## src/design/serial_port_pkg.sv

```systemverilog
// Purpose: Shared constants and types for the serial port baud and stop-collision block
// Assumes: 32-bit AXI4-Lite register bus, 8-bit registers in the low byte lane
// Notes: Offsets are byte addresses, one aligned word per register
package serial_port_pkg;
    localparam int ADDR_W = 8;
    // Register byte offsets
    localparam logic [7:0] OFF_RELOAD = 8'h00;
    localparam logic [7:0] OFF_BUFFER = 8'h04;
    localparam logic [7:0] OFF_CTRL1 = 8'h08;
    localparam logic [7:0] OFF_CTRL2 = 8'h0C;
    localparam logic [7:0] OFF_CTRL3 = 8'h10;
    localparam logic [7:0] OFF_ADDR_MASK = 8'h14;
    localparam logic [7:0] OFF_STATUS = 8'h18;
    localparam logic [7:0] OFF_IRQ_STS = 8'h1C;
    localparam logic [7:0] OFF_IRQ_MSK = 8'h20;
    // Field positions
    localparam int CTRL1_WCOL = 7;
    localparam int CTRL1_EN = 5;
    localparam int CTRL1_CKP = 4;
    localparam int CTRL2_STOP_REQ = 2;
    localparam int STAT_SAMPLE_SEL = 7;
    localparam int STAT_EDGE_SEL = 6;
    localparam int STAT_STOP_SEEN = 4;
    localparam int STAT_BUF_FULL = 0;
    localparam int IRQ_DONE = 0;
    localparam int IRQ_COLL = 1;
    // Mode codes in the low nibble of control one
    localparam logic [3:0] MODE_I2C_MASTER = 4'h8;
    localparam logic [3:0] MODE_SPI_MASTER_BRG = 4'hA;
    // Reset values and write masks
    localparam logic [7:0] REG_RST = 8'h00;
    localparam logic [1:0] IRQ_RST = 2'h0;
    localparam logic [7:0] CTRL2_WMASK = 8'hBF;
    localparam logic [7:0] STATUS_WMASK = 8'hC0;
    // Timing: last prescaler count before each baud counter decrement, last serial edge index
    localparam logic PRESCALE_LAST = 1'b1;
    localparam logic [3:0] SPI_LAST_EDGE = 4'hF;
    // Bus responses
    localparam logic [1:0] RESP_OKAY = 2'b00;
    localparam logic [1:0] RESP_SLVERR = 2'b10;
    typedef enum logic [4:0] {
        ST_IDLE = 5'b00001,
        ST_SDA_LOW = 5'b00010,
        ST_SCL_REL = 5'b00100,
        ST_HOLD = 5'b01000,
        ST_SDA_REL = 5'b10000
    } stop_state_t;
endpackage

```

## src/design/serial_port_brg.sv

```systemverilog
// Purpose: Shared baud counter for I2C/SPI master clocks, Stop sequence with bus-collision detection
// Assumes: clk_i at 250 MHz, open-drain SDA/SCL resolved outside, pins asynchronous
// Notes: Only the baud-counter SPI master mode and the I2C Stop sequence are sequenced here
`timescale 1ns/10ps
module serial_port_brg (
    input wire logic clk_i,
    input wire logic rst_n_i,
    input wire logic ce_i,
    input wire logic [7:0] s_axi_awaddr_i,
    input wire logic s_axi_awvalid_i,
    output logic s_axi_awready_o,
    input wire logic [31:0] s_axi_wdata_i,
    input wire logic [3:0] s_axi_wstrb_i,
    input wire logic s_axi_wvalid_i,
    output logic s_axi_wready_o,
    output logic [1:0] s_axi_bresp_o,
    output logic s_axi_bvalid_o,
    input wire logic s_axi_bready_i,
    input wire logic [7:0] s_axi_araddr_i,
    input wire logic s_axi_arvalid_i,
    output logic s_axi_arready_o,
    output logic [31:0] s_axi_rdata_o,
    output logic [1:0] s_axi_rresp_o,
    output logic s_axi_rvalid_o,
    input wire logic s_axi_rready_i,
    input wire logic sda_i,
    output logic sda_o,
    output logic sda_oe_o,
    input wire logic scl_i,
    output logic scl_o,
    output logic scl_oe_o,
    output logic sck_o,
    output logic sdo_o,
    input wire logic sdi_i,
    output logic slew_limit_o,
    output logic smbus_thresh_o,
    output logic irq_o
);
    function automatic logic is_mapped(input logic [7:0] a);
        return (a == serial_port_pkg::OFF_RELOAD) || (a == serial_port_pkg::OFF_BUFFER) ||
               (a == serial_port_pkg::OFF_CTRL1) || (a == serial_port_pkg::OFF_CTRL2) ||
               (a == serial_port_pkg::OFF_CTRL3) || (a == serial_port_pkg::OFF_ADDR_MASK) ||
               (a == serial_port_pkg::OFF_STATUS) || (a == serial_port_pkg::OFF_IRQ_STS) ||
               (a == serial_port_pkg::OFF_IRQ_MSK);
    endfunction

    logic [7:0] aw_addr_ff, ar_addr_ff;
    logic [7:0] w_data_ff;
    logic w_lane_ff, have_aw_ff, have_w_ff, bvalid_ff, rvalid_ff;
    logic [1:0] bresp_ff, rresp_ff;
    logic [31:0] rdata_ff;
    logic [7:0] reload_ff, tx_buf_ff, rx_buf_ff, ctrl1_ff, ctrl2_ff, ctrl3_ff, addr_mask_ff;
    logic wcol_ff, stop_req_ff, stop_seen_ff, buf_full_ff, sample_sel_ff, edge_sel_ff;
    logic [1:0] irq_sts_ff, irq_msk_ff;
    logic [7:0] bc_ff;
    logic pre_ff;
    logic sda_m_ff, sda_s_ff, scl_m_ff, scl_s_ff, sdi_m_ff, sdi_s_ff;
    serial_port_pkg::stop_state_t st_ff, nxt_st;
    logic spi_busy_ff, sck_ff, sdo_ff;
    logic [3:0] edge_ff;
    logic [7:0] tx_sh_ff, rx_sh_ff;
    logic wr_en, rd_en;
    logic [7:0] rd_val;
    logic port_on, i2c_master, spi_master, stop_active;
    logic buf_wr, spi_start, brg_load, brg_run, tick, rollover;
    logic coll, stop_ok, chg_edge, smp_edge;
    logic [7:0] nxt_rx;

    // Bus handshakes; readies drop while frozen so no item is taken unseen
    assign s_axi_awready_o = ce_i && !have_aw_ff && !bvalid_ff;
    assign s_axi_wready_o = ce_i && !have_w_ff && !bvalid_ff;
    assign s_axi_arready_o = ce_i && !rvalid_ff;
    assign s_axi_bvalid_o = bvalid_ff;
    assign s_axi_bresp_o = bresp_ff;
    assign s_axi_rvalid_o = rvalid_ff;
    assign s_axi_rresp_o = rresp_ff;
    assign s_axi_rdata_o = rdata_ff;
    assign wr_en = ce_i && have_aw_ff && have_w_ff && !bvalid_ff;
    assign rd_en = s_axi_arready_o && s_axi_arvalid_i;

    always_ff @(posedge clk_i) begin
        if (!rst_n_i) begin
            have_aw_ff <= 1'b0;
            have_w_ff <= 1'b0;
            aw_addr_ff <= 8'h00;
            w_data_ff <= 8'h00;
            w_lane_ff <= 1'b0;
            bvalid_ff <= 1'b0;
            bresp_ff <= serial_port_pkg::RESP_OKAY;
        end else if (ce_i) begin
            if (s_axi_awready_o && s_axi_awvalid_i) begin
                have_aw_ff <= 1'b1;
                aw_addr_ff <= s_axi_awaddr_i;
            end
            if (s_axi_wready_o && s_axi_wvalid_i) begin
                have_w_ff <= 1'b1;
                w_data_ff <= s_axi_wdata_i[7:0];
                w_lane_ff <= s_axi_wstrb_i[0];
            end
            if (wr_en) begin
                have_aw_ff <= 1'b0;
                have_w_ff <= 1'b0;
                bvalid_ff <= 1'b1;
                bresp_ff <= is_mapped(aw_addr_ff) ? serial_port_pkg::RESP_OKAY : serial_port_pkg::RESP_SLVERR;
            end else if (bvalid_ff && s_axi_bready_i) begin
                bvalid_ff <= 1'b0;
            end
        end
    end

    always_comb begin
        case (ar_addr_ff)
            serial_port_pkg::OFF_RELOAD: rd_val = reload_ff;
            serial_port_pkg::OFF_BUFFER: rd_val = rx_buf_ff;
            serial_port_pkg::OFF_CTRL1: rd_val = {wcol_ff, ctrl1_ff[6:0]};
            serial_port_pkg::OFF_CTRL2: rd_val = {ctrl2_ff[7:3], stop_req_ff, ctrl2_ff[1:0]};
            serial_port_pkg::OFF_CTRL3: rd_val = ctrl3_ff;
            serial_port_pkg::OFF_ADDR_MASK: rd_val = addr_mask_ff;
            serial_port_pkg::OFF_STATUS: rd_val = {sample_sel_ff, edge_sel_ff, 1'b0, stop_seen_ff, 3'b000, buf_full_ff};
            serial_port_pkg::OFF_IRQ_STS: rd_val = {6'h00, irq_sts_ff};
            serial_port_pkg::OFF_IRQ_MSK: rd_val = {6'h00, irq_msk_ff};
            default: rd_val = 8'h00;
        endcase
    end

    // Read data is captured one cycle after the address so the mux sees a registered address
    logic rd_pend_ff;
    always_ff @(posedge clk_i) begin
        if (!rst_n_i) begin
            ar_addr_ff <= 8'h00;
            rd_pend_ff <= 1'b0;
            rvalid_ff <= 1'b0;
            rdata_ff <= 32'h0000_0000;
            rresp_ff <= serial_port_pkg::RESP_OKAY;
        end else if (ce_i) begin
            if (rd_en) begin
                ar_addr_ff <= s_axi_araddr_i;
                rd_pend_ff <= 1'b1;
                rvalid_ff <= 1'b1;
                rdata_ff <= 32'h0000_0000;
            end else if (rd_pend_ff) begin
                rd_pend_ff <= 1'b0;
                rdata_ff <= {24'h00_0000, rd_val};
                rresp_ff <= is_mapped(ar_addr_ff) ? serial_port_pkg::RESP_OKAY : serial_port_pkg::RESP_SLVERR;
            end else if (rvalid_ff && s_axi_rready_i) begin
                rvalid_ff <= 1'b0;
            end
        end
    end

    // rvalid rises with the address capture, one cycle before rdata is loaded
    logic rd_buf_hit;
    assign rd_buf_hit = ce_i && rd_pend_ff && (ar_addr_ff == serial_port_pkg::OFF_BUFFER);

    assign port_on = ctrl1_ff[serial_port_pkg::CTRL1_EN];
    assign i2c_master = port_on && (ctrl1_ff[3:0] == serial_port_pkg::MODE_I2C_MASTER);
    assign spi_master = port_on && (ctrl1_ff[3:0] == serial_port_pkg::MODE_SPI_MASTER_BRG);
    assign stop_active = (st_ff != serial_port_pkg::ST_IDLE);
    assign buf_wr = wr_en && w_lane_ff && (aw_addr_ff == serial_port_pkg::OFF_BUFFER);
    assign spi_start = buf_wr && spi_master && !spi_busy_ff;
    assign slew_limit_o = i2c_master && !sample_sel_ff;
    assign smbus_thresh_o = i2c_master && edge_sel_ff;

    always_ff @(posedge clk_i) begin
        if (!rst_n_i) begin
            reload_ff <= serial_port_pkg::REG_RST;
            tx_buf_ff <= serial_port_pkg::REG_RST;
            ctrl1_ff <= serial_port_pkg::REG_RST;
            ctrl2_ff <= serial_port_pkg::REG_RST;
            ctrl3_ff <= serial_port_pkg::REG_RST;
            addr_mask_ff <= serial_port_pkg::REG_RST;
            sample_sel_ff <= 1'b0;
            edge_sel_ff <= 1'b0;
            irq_msk_ff <= serial_port_pkg::IRQ_RST;
        end else if (wr_en && w_lane_ff) begin
            case (aw_addr_ff)
                serial_port_pkg::OFF_RELOAD: reload_ff <= w_data_ff;
                serial_port_pkg::OFF_CTRL1: ctrl1_ff <= w_data_ff;
                serial_port_pkg::OFF_CTRL2: ctrl2_ff <= w_data_ff & serial_port_pkg::CTRL2_WMASK;
                serial_port_pkg::OFF_CTRL3: ctrl3_ff <= w_data_ff;
                serial_port_pkg::OFF_ADDR_MASK: addr_mask_ff <= w_data_ff;
                serial_port_pkg::OFF_STATUS: begin
                    sample_sel_ff <= w_data_ff[serial_port_pkg::STAT_SAMPLE_SEL];
                    edge_sel_ff <= w_data_ff[serial_port_pkg::STAT_EDGE_SEL];
                end
                serial_port_pkg::OFF_IRQ_MSK: irq_msk_ff <= w_data_ff[1:0];
                serial_port_pkg::OFF_BUFFER: begin
                    if (!stop_active && !spi_busy_ff) begin
                        tx_buf_ff <= w_data_ff;
                    end
                end
                default: ;
            endcase
        end
    end

    // Write collision: set by a buffer write during Stop or a busy shift; software writes 0 to clear
    always_ff @(posedge clk_i) begin
        if (!rst_n_i) begin
            wcol_ff <= 1'b0;
        end else if (ce_i) begin
            if (buf_wr && (stop_active || spi_busy_ff)) begin
                wcol_ff <= 1'b1;
            end else if (wr_en && w_lane_ff && aw_addr_ff == serial_port_pkg::OFF_CTRL1 &&
                         !w_data_ff[serial_port_pkg::CTRL1_WCOL]) begin
                wcol_ff <= 1'b0;
            end
        end
    end

    // pins pass two flip-flops; only the second stage is ever compared
    always_ff @(posedge clk_i) begin
        if (!rst_n_i) begin
            sda_m_ff <= 1'b1;
            sda_s_ff <= 1'b1;
            scl_m_ff <= 1'b1;
            scl_s_ff <= 1'b1;
            sdi_m_ff <= 1'b0;
            sdi_s_ff <= 1'b0;
        end else if (ce_i) begin
            sda_m_ff <= sda_i;
            sda_s_ff <= sda_m_ff;
            scl_m_ff <= scl_i;
            scl_s_ff <= scl_m_ff;
            sdi_m_ff <= sdi_i;
            sdi_s_ff <= sdi_m_ff;
        end
    end

    // Shared baud counter: one decrement every second clock, so a rollover spans 2*(reload+1)
    // clocks and two rollovers make one serial period of clk/(4*(reload+1))
    assign tick = pre_ff == serial_port_pkg::PRESCALE_LAST;
    assign brg_run = spi_busy_ff || (st_ff == serial_port_pkg::ST_HOLD) || (st_ff == serial_port_pkg::ST_SDA_REL);
    assign rollover = ce_i && brg_run && tick && (bc_ff == 8'h00) && !brg_load;
    assign brg_load = ce_i && (spi_start || (st_ff == serial_port_pkg::ST_SCL_REL && scl_s_ff));

    always_ff @(posedge clk_i) begin
        if (!rst_n_i) begin
            bc_ff <= 8'h00;
            pre_ff <= 1'b0;
        end else if (ce_i) begin
            if (brg_load) begin
                bc_ff <= reload_ff;
                pre_ff <= 1'b0;
            end else if (brg_run) begin
                pre_ff <= ~pre_ff;
                if (tick) begin
                    bc_ff <= (bc_ff == 8'h00) ? reload_ff : bc_ff - 8'h01;
                end
            end
        end
    end

    // Stop sequence
    assign coll = ((st_ff == serial_port_pkg::ST_HOLD) && !scl_s_ff) ||
                  ((st_ff == serial_port_pkg::ST_SDA_REL) && !scl_s_ff && !sda_s_ff) ||
                  ((st_ff == serial_port_pkg::ST_SDA_REL) && rollover && !sda_s_ff);
    assign stop_ok = (st_ff == serial_port_pkg::ST_SDA_REL) && rollover && sda_s_ff && scl_s_ff;

    always_comb begin
        nxt_st = st_ff;
        case (st_ff)
            serial_port_pkg::ST_IDLE: if (i2c_master && stop_req_ff) nxt_st = serial_port_pkg::ST_SDA_LOW;
            serial_port_pkg::ST_SDA_LOW: if (!sda_s_ff) nxt_st = serial_port_pkg::ST_SCL_REL;
            serial_port_pkg::ST_SCL_REL: if (scl_s_ff) nxt_st = serial_port_pkg::ST_HOLD;
            serial_port_pkg::ST_HOLD: if (rollover) nxt_st = serial_port_pkg::ST_SDA_REL;
            serial_port_pkg::ST_SDA_REL: if (rollover) nxt_st = serial_port_pkg::ST_IDLE;
            default: nxt_st = serial_port_pkg::ST_IDLE;
        endcase
        if (coll || !i2c_master) begin
            nxt_st = serial_port_pkg::ST_IDLE;
        end
    end

    always_ff @(posedge clk_i) begin
        if (!rst_n_i) begin
            st_ff <= serial_port_pkg::ST_IDLE;
        end else if (ce_i) begin
            st_ff <= nxt_st;
        end
    end

    // Stop request: software sets, hardware clears on finish or collision; a set in the same cycle wins
    always_ff @(posedge clk_i) begin
        if (!rst_n_i) begin
            stop_req_ff <= 1'b0;
            stop_seen_ff <= 1'b0;
        end else if (ce_i) begin
            if (wr_en && w_lane_ff && aw_addr_ff == serial_port_pkg::OFF_CTRL2 &&
                w_data_ff[serial_port_pkg::CTRL2_STOP_REQ]) begin
                stop_req_ff <= 1'b1;
            end else if (coll || stop_ok) begin
                stop_req_ff <= 1'b0;
            end
            if (!port_on) begin
                stop_seen_ff <= 1'b0;
            end else if (stop_ok) begin
                stop_seen_ff <= 1'b1;
            end
        end
    end

    // Open-drain lines only ever pull low; idle and abort leave both released
    assign sda_o = 1'b0;
    assign scl_o = 1'b0;
    assign sda_oe_o = (st_ff == serial_port_pkg::ST_SDA_LOW) || (st_ff == serial_port_pkg::ST_SCL_REL) ||
                      (st_ff == serial_port_pkg::ST_HOLD);
    assign scl_oe_o = (st_ff == serial_port_pkg::ST_SDA_LOW);

    // SPI master shift on baud rollovers; edge_ff counts serial edges 0..15
    assign chg_edge = edge_sel_ff ? edge_ff[0] : (!edge_ff[0] && edge_ff != 4'h0);
    assign smp_edge = sample_sel_ff ? (chg_edge || (edge_ff == serial_port_pkg::SPI_LAST_EDGE && !edge_sel_ff))
                                    : (edge_ff[0] != edge_sel_ff);
    assign nxt_rx = smp_edge ? {rx_sh_ff[6:0], sdi_s_ff} : rx_sh_ff;

    always_ff @(posedge clk_i) begin
        if (!rst_n_i) begin
            spi_busy_ff <= 1'b0;
            sck_ff <= 1'b0;
            sdo_ff <= 1'b0;
            edge_ff <= 4'h0;
            tx_sh_ff <= 8'h00;
            rx_sh_ff <= 8'h00;
        end else if (ce_i) begin
            if (spi_start) begin
                spi_busy_ff <= 1'b1;
                sck_ff <= ctrl1_ff[serial_port_pkg::CTRL1_CKP];
                sdo_ff <= w_data_ff[7];
                tx_sh_ff <= w_data_ff;
                edge_ff <= 4'h0;
            end else if (spi_busy_ff && rollover) begin
                sck_ff <= ~sck_ff;
                rx_sh_ff <= nxt_rx;
                edge_ff <= edge_ff + 4'h1;
                if (chg_edge) begin
                    tx_sh_ff <= {tx_sh_ff[6:0], 1'b0};
                    sdo_ff <= tx_sh_ff[6];
                end
                if (edge_ff == serial_port_pkg::SPI_LAST_EDGE) begin
                    spi_busy_ff <= 1'b0;
                end
            end
        end
    end
    assign sck_o = sck_ff;
    assign sdo_o = sdo_ff;

    logic spi_done;
    assign spi_done = spi_busy_ff && rollover && (edge_ff == serial_port_pkg::SPI_LAST_EDGE);

    // Receive buffer; full flag set by a finished byte wins over a read that clears it
    always_ff @(posedge clk_i) begin
        if (!rst_n_i) begin
            rx_buf_ff <= 8'h00;
            buf_full_ff <= 1'b0;
        end else if (ce_i) begin
            if (spi_done) begin
                rx_buf_ff <= nxt_rx;
                buf_full_ff <= 1'b1;
            end else if (rd_buf_hit) begin
                buf_full_ff <= 1'b0;
            end
        end
    end

    // Sticky events, write one to clear, set wins
    always_ff @(posedge clk_i) begin
        if (!rst_n_i) begin
            irq_sts_ff <= serial_port_pkg::IRQ_RST;
        end else if (ce_i) begin
            irq_sts_ff[serial_port_pkg::IRQ_DONE] <= (spi_done || stop_ok) ||
                (irq_sts_ff[serial_port_pkg::IRQ_DONE] && !(wr_en && w_lane_ff &&
                 aw_addr_ff == serial_port_pkg::OFF_IRQ_STS && w_data_ff[serial_port_pkg::IRQ_DONE]));
            irq_sts_ff[serial_port_pkg::IRQ_COLL] <= coll ||
                (irq_sts_ff[serial_port_pkg::IRQ_COLL] && !(wr_en && w_lane_ff &&
                 aw_addr_ff == serial_port_pkg::OFF_IRQ_STS && w_data_ff[serial_port_pkg::IRQ_COLL]));
        end
    end
    assign irq_o = |(irq_sts_ff & irq_msk_ff);
endmodule // serial_port_brg

```

## config.mk

```make
export PLATFORM = sky130hd
export DESIGN_NAME = serial_port_brg
export DESIGN_NICKNAME = d
export VERILOG_FILES = /design/src/design/serial_port_pkg.sv /design/src/design/serial_port_brg.sv
export SDC_FILE = /design/constraint.sdc
export NUM_CORES = 1
export LEC_CHECK = 0
export ABC_AREA = 1
export BUFFER_PORTS_ARGS = -buffer_cell sky130_fd_sc_hd__buf_2
export CAP_MARGIN = 20
export CELL_PAD_IN_SITES_DETAIL_PLACEMENT = 1
export CELL_PAD_IN_SITES_GLOBAL_PLACEMENT = 1
export CORE_ASPECT_RATIO = 1.5
export CORE_MARGIN = 1
export CORE_UTILIZATION = 40
export CTS_CLUSTER_DIAMETER = 60
export DETAILED_ROUTE_END_ITERATION = 16
export HOLD_SLACK_MARGIN = 0.05
export PLACE_DENSITY = 0.77
export SYNTH_ARGS = -nofsm -noshare
export SYNTH_HDL_FRONTEND = slang
export SYNTH_SLANG_ARGS = --single-unit
```

## constraint.sdc

```tcl
create_clock -name clk_i -period 2 [get_ports clk_i]
set_input_delay 0.4 -clock clk_i [delete_from_list [all_inputs] [get_ports clk_i]]
set_output_delay 0.4 -clock clk_i [all_outputs]
set_load 0.05 [all_outputs]
```

==> results.cfg <==
[synth]
yosys.area.top_type = dfxtp_1
ys_warn_count = 0
yosysSeqAreaShare_pct = 43.0
synth.avg_cell_area_sq_um = 7.21
syn_area_sq_um = 6380
syn_inst = 884
synth.distinct_cells = 41
yosysTopAreaCellShare_pct = 43.0
synth_area_leaders = dfxtp_1, o21ai_0, a21oi_1, nand2_1, inv_1
synthFlopType = dfxtp_1
synth_enable_flop_cells = 0
ys_ff_latch = 137
synthArstFlopShare_pct = 0

[detailed_routing]
drtIter0Drc = 230
first_pass_iters = 6
routed_wl_mm = 20.0
vias_per_cell = 5.23
num_vias = 6216
ant_nets = 0
wl_per_cell_um = 16.8
drc = 0

[final_layout]
multi_input_area_sq_um = 3090
final_cell_mix = dfxtp_1, nand2_1, o21ai_0
final_common_cell = dfxtp_1
antenna_cells = 0
ff_latch_area_sq_um = 2750
drive_above_1_share_pct = 18.9
fin_area_sq_um = 7780
nets = 1040
syn_to_final_growth_pct = 22.0
num-fill-cells = 2050

[pwr]
ir_drop_mv = 0.456
p_leak_uw = 0.00331
power_density_nw_per_um2 = 872

[floorplan]
fp.dieH_um = 157
die_w_um = 105
initial_core_util_pct = 40.8
die_area_sq_um = 16500
num_io_pins = 113
core_sq_um = 15600
rows = 56

[place]
portBuffers = 57
dpl_cell_area_sq_um = 7000
place_ws_ns = -0.0126
place_congestion = 0.818
hpwl_mm = 14.2

[sta]
tns_ns = 0
fin_crit_ns = 1.92
rsz0062_at_grt = yes
layout_worst_path_cycle_share_pct = 96.0
finalSetupViolations = 0
hold_violations = 0
finalWorstSetupSlack_ns = 0.0809
relSlewSlack_pct = 61.8
fin_worst_skew_ns = 0.0110
fin_hold_ws_ns = 0.182
drv_slew = 0
tightest_slew_ns = 0.568
fmax_ghz = 0.521

[worst_setup_path]
critPathArrivalTime_ns = 2.23
worstRegToRegCells = 9
rrSetupSlack_ns = 0.08
crit_path_start_kind = register
path_class = register to register
critPathCaptureType = register
crit_path_end = ctrl1_ff[1]
crit_fanout = 14
rr_startpoint = have_w_ff
crit_path_start = have_w_ff
reg2reg_to = ctrl1_ff[1]
cp.required_ns = 2.31

[hold_path]
min_path_type = primary input to register

[cts]
cts_max_level = 4
postCtsHoldBufs = 0
clock_latency_ns = 0.43
cts_root_buf = clkbuf_16
cts_tree = built
clock_sinks = 137
cts_buffers = 17
clockBufferDepth = 2
clk_pin_slew_ns = 0.06

[grt]
grtUsageTotal_pct = 24.8
grt_pass1_vias = 6193
grt_max_degree = 34
grt_pass1_wl_mm = 31.4
antenna_found_initial = 0
grt_overflow = 0

[flow_run]
maxCapViolations = 0

[run_status]
run_status = complete, no violations
[cell families (layout without fill, tap and decap cells)]
family | Yosys count | in the layout | synth area share [%]
AOI/OAI and AO/OA | 270 | 270 | 22.7
xor gates and xnor gates | 9 | 9 | 1.24
adders and majority gates | 4 | 4 | 0.785
buffers and inverters | 171 | 244 | 12.0
DFF | 137 | 137 | 43.0
other | 1 | 28 | 0.0588
and+or+nand+nor | 292 | 293 | 20.1
[how the worst min path moves through the flow]
stage / startpoint / endpoint / slack [ns] / depth (start not counted)
after global routing: sda_i / sda_m_ff / 0.20 / 3
after CTS: scl_i / scl_m_ff / 0.17 / 3
after global placement: ctrl2_ff[7] / ctrl2_ff[7] / 0.43 / 2
after floorplan: rx_buf_ff[2] / rx_buf_ff[2] / 0.42 / 2
final: scl_i / scl_m_ff / 0.18 / 3
after detailed placement: ctrl1_ff[6] / ctrl1_ff[6] / 0.45 / 2
[worst max-delay path, stage by stage (launching register included)]
cell	delay, ns
dfxtp_2	0.36
nand2_1	0.11
nor3_4	0.33
inv_2	0.10
nor2_2	0.14
buf_4	0.15
nand4_1	0.12
buf_4	0.23
o21ai_0	0.19
a21oi_1	0.06
[power breakdown]
part | total [uW] | internal [uW] | switching [uW]
Combinational | 590 | 153 | 437
Sequential | 2850 | 2790 | 61.7
Clock | 3350 | 2110 | 1230
[state kept, by name, summed over array words and instances (netlist names), 5 cells and up]
name           flops
rx_sh_ff           8
ctrl1_ff           7
ctrl3_ff           8
s_axi_rdata_o      8
w_data_ff          8
bc_ff              8
addr_mask_ff       8
st_ff              5
ar_addr_ff         8
ctrl2_ff           6
rx_buf_ff          8
aw_addr_ff         8
tx_sh_ff           7
reload_ff          8
[Yosys cell counts, types with 2 or more instances]
cell type	n
o21a_1	2
nand4_1	5
nand3_4	2
o21ai_0	118
inv_1	109
clkinv_1	2
nor2_2	4
ha_1	4
nand2_2	3
o22ai_1	17
nor3_1	12
dfxtp_1	137
xnor2_1	3
o31ai_1	6
nand2_1	130
nand3_1	41
nand2_4	3
buf_4	29
a21oi_1	108
nor2_4	2
a31oi_1	2
inv_2	4
nor2_1	86
xor2_1	6
o211ai_1	5
buf_2	2
clkbuf_1	23
a211oi_1	5
buf_6	2
[layer usage]
metal	global-route usage (%)	wire length, um	up-vias
met2	45.3	10500	160
met5	0	0	-
met4	12.7	798	0
li1	-	-	3052
met3	4.96	658	48
met1	27.1	8040	2956
[cell type report]
type / instances / share of cell area, %
Sequential cell: 137 / 35.3
Clock inverter: 11 / 2.22
Clock buffer: 20 / 5.74
Tap cell: 203 / 3.26
Timing Repair Buffer: 98 / 8.18
Multi-Input combinational cell: 604 / 39.6
Inverter: 115 / 5.61
[timing repair]
action / CTS / global route
gates resized for setup: 10 / 42
endpoints found under the setup margin: 12 / 64
pin swaps: 2 / 6
gates cloned: 0 / 1
setup buffers: 1 / 3
[per-stage QoR]
step           utilization [%]  cells  total power [uW]
6_report                  49.8   1188              6790
5_1_grt                   49.8   1188              7020
4_1_cts                   49.0   1184              6810
3_5_place_dp              44.8   1152              3470
3_3_place_gp              44.8   1152              3460
2_1_floorplan                -    911              3330
No activity file was read; power rests on OpenSTA's default activity.
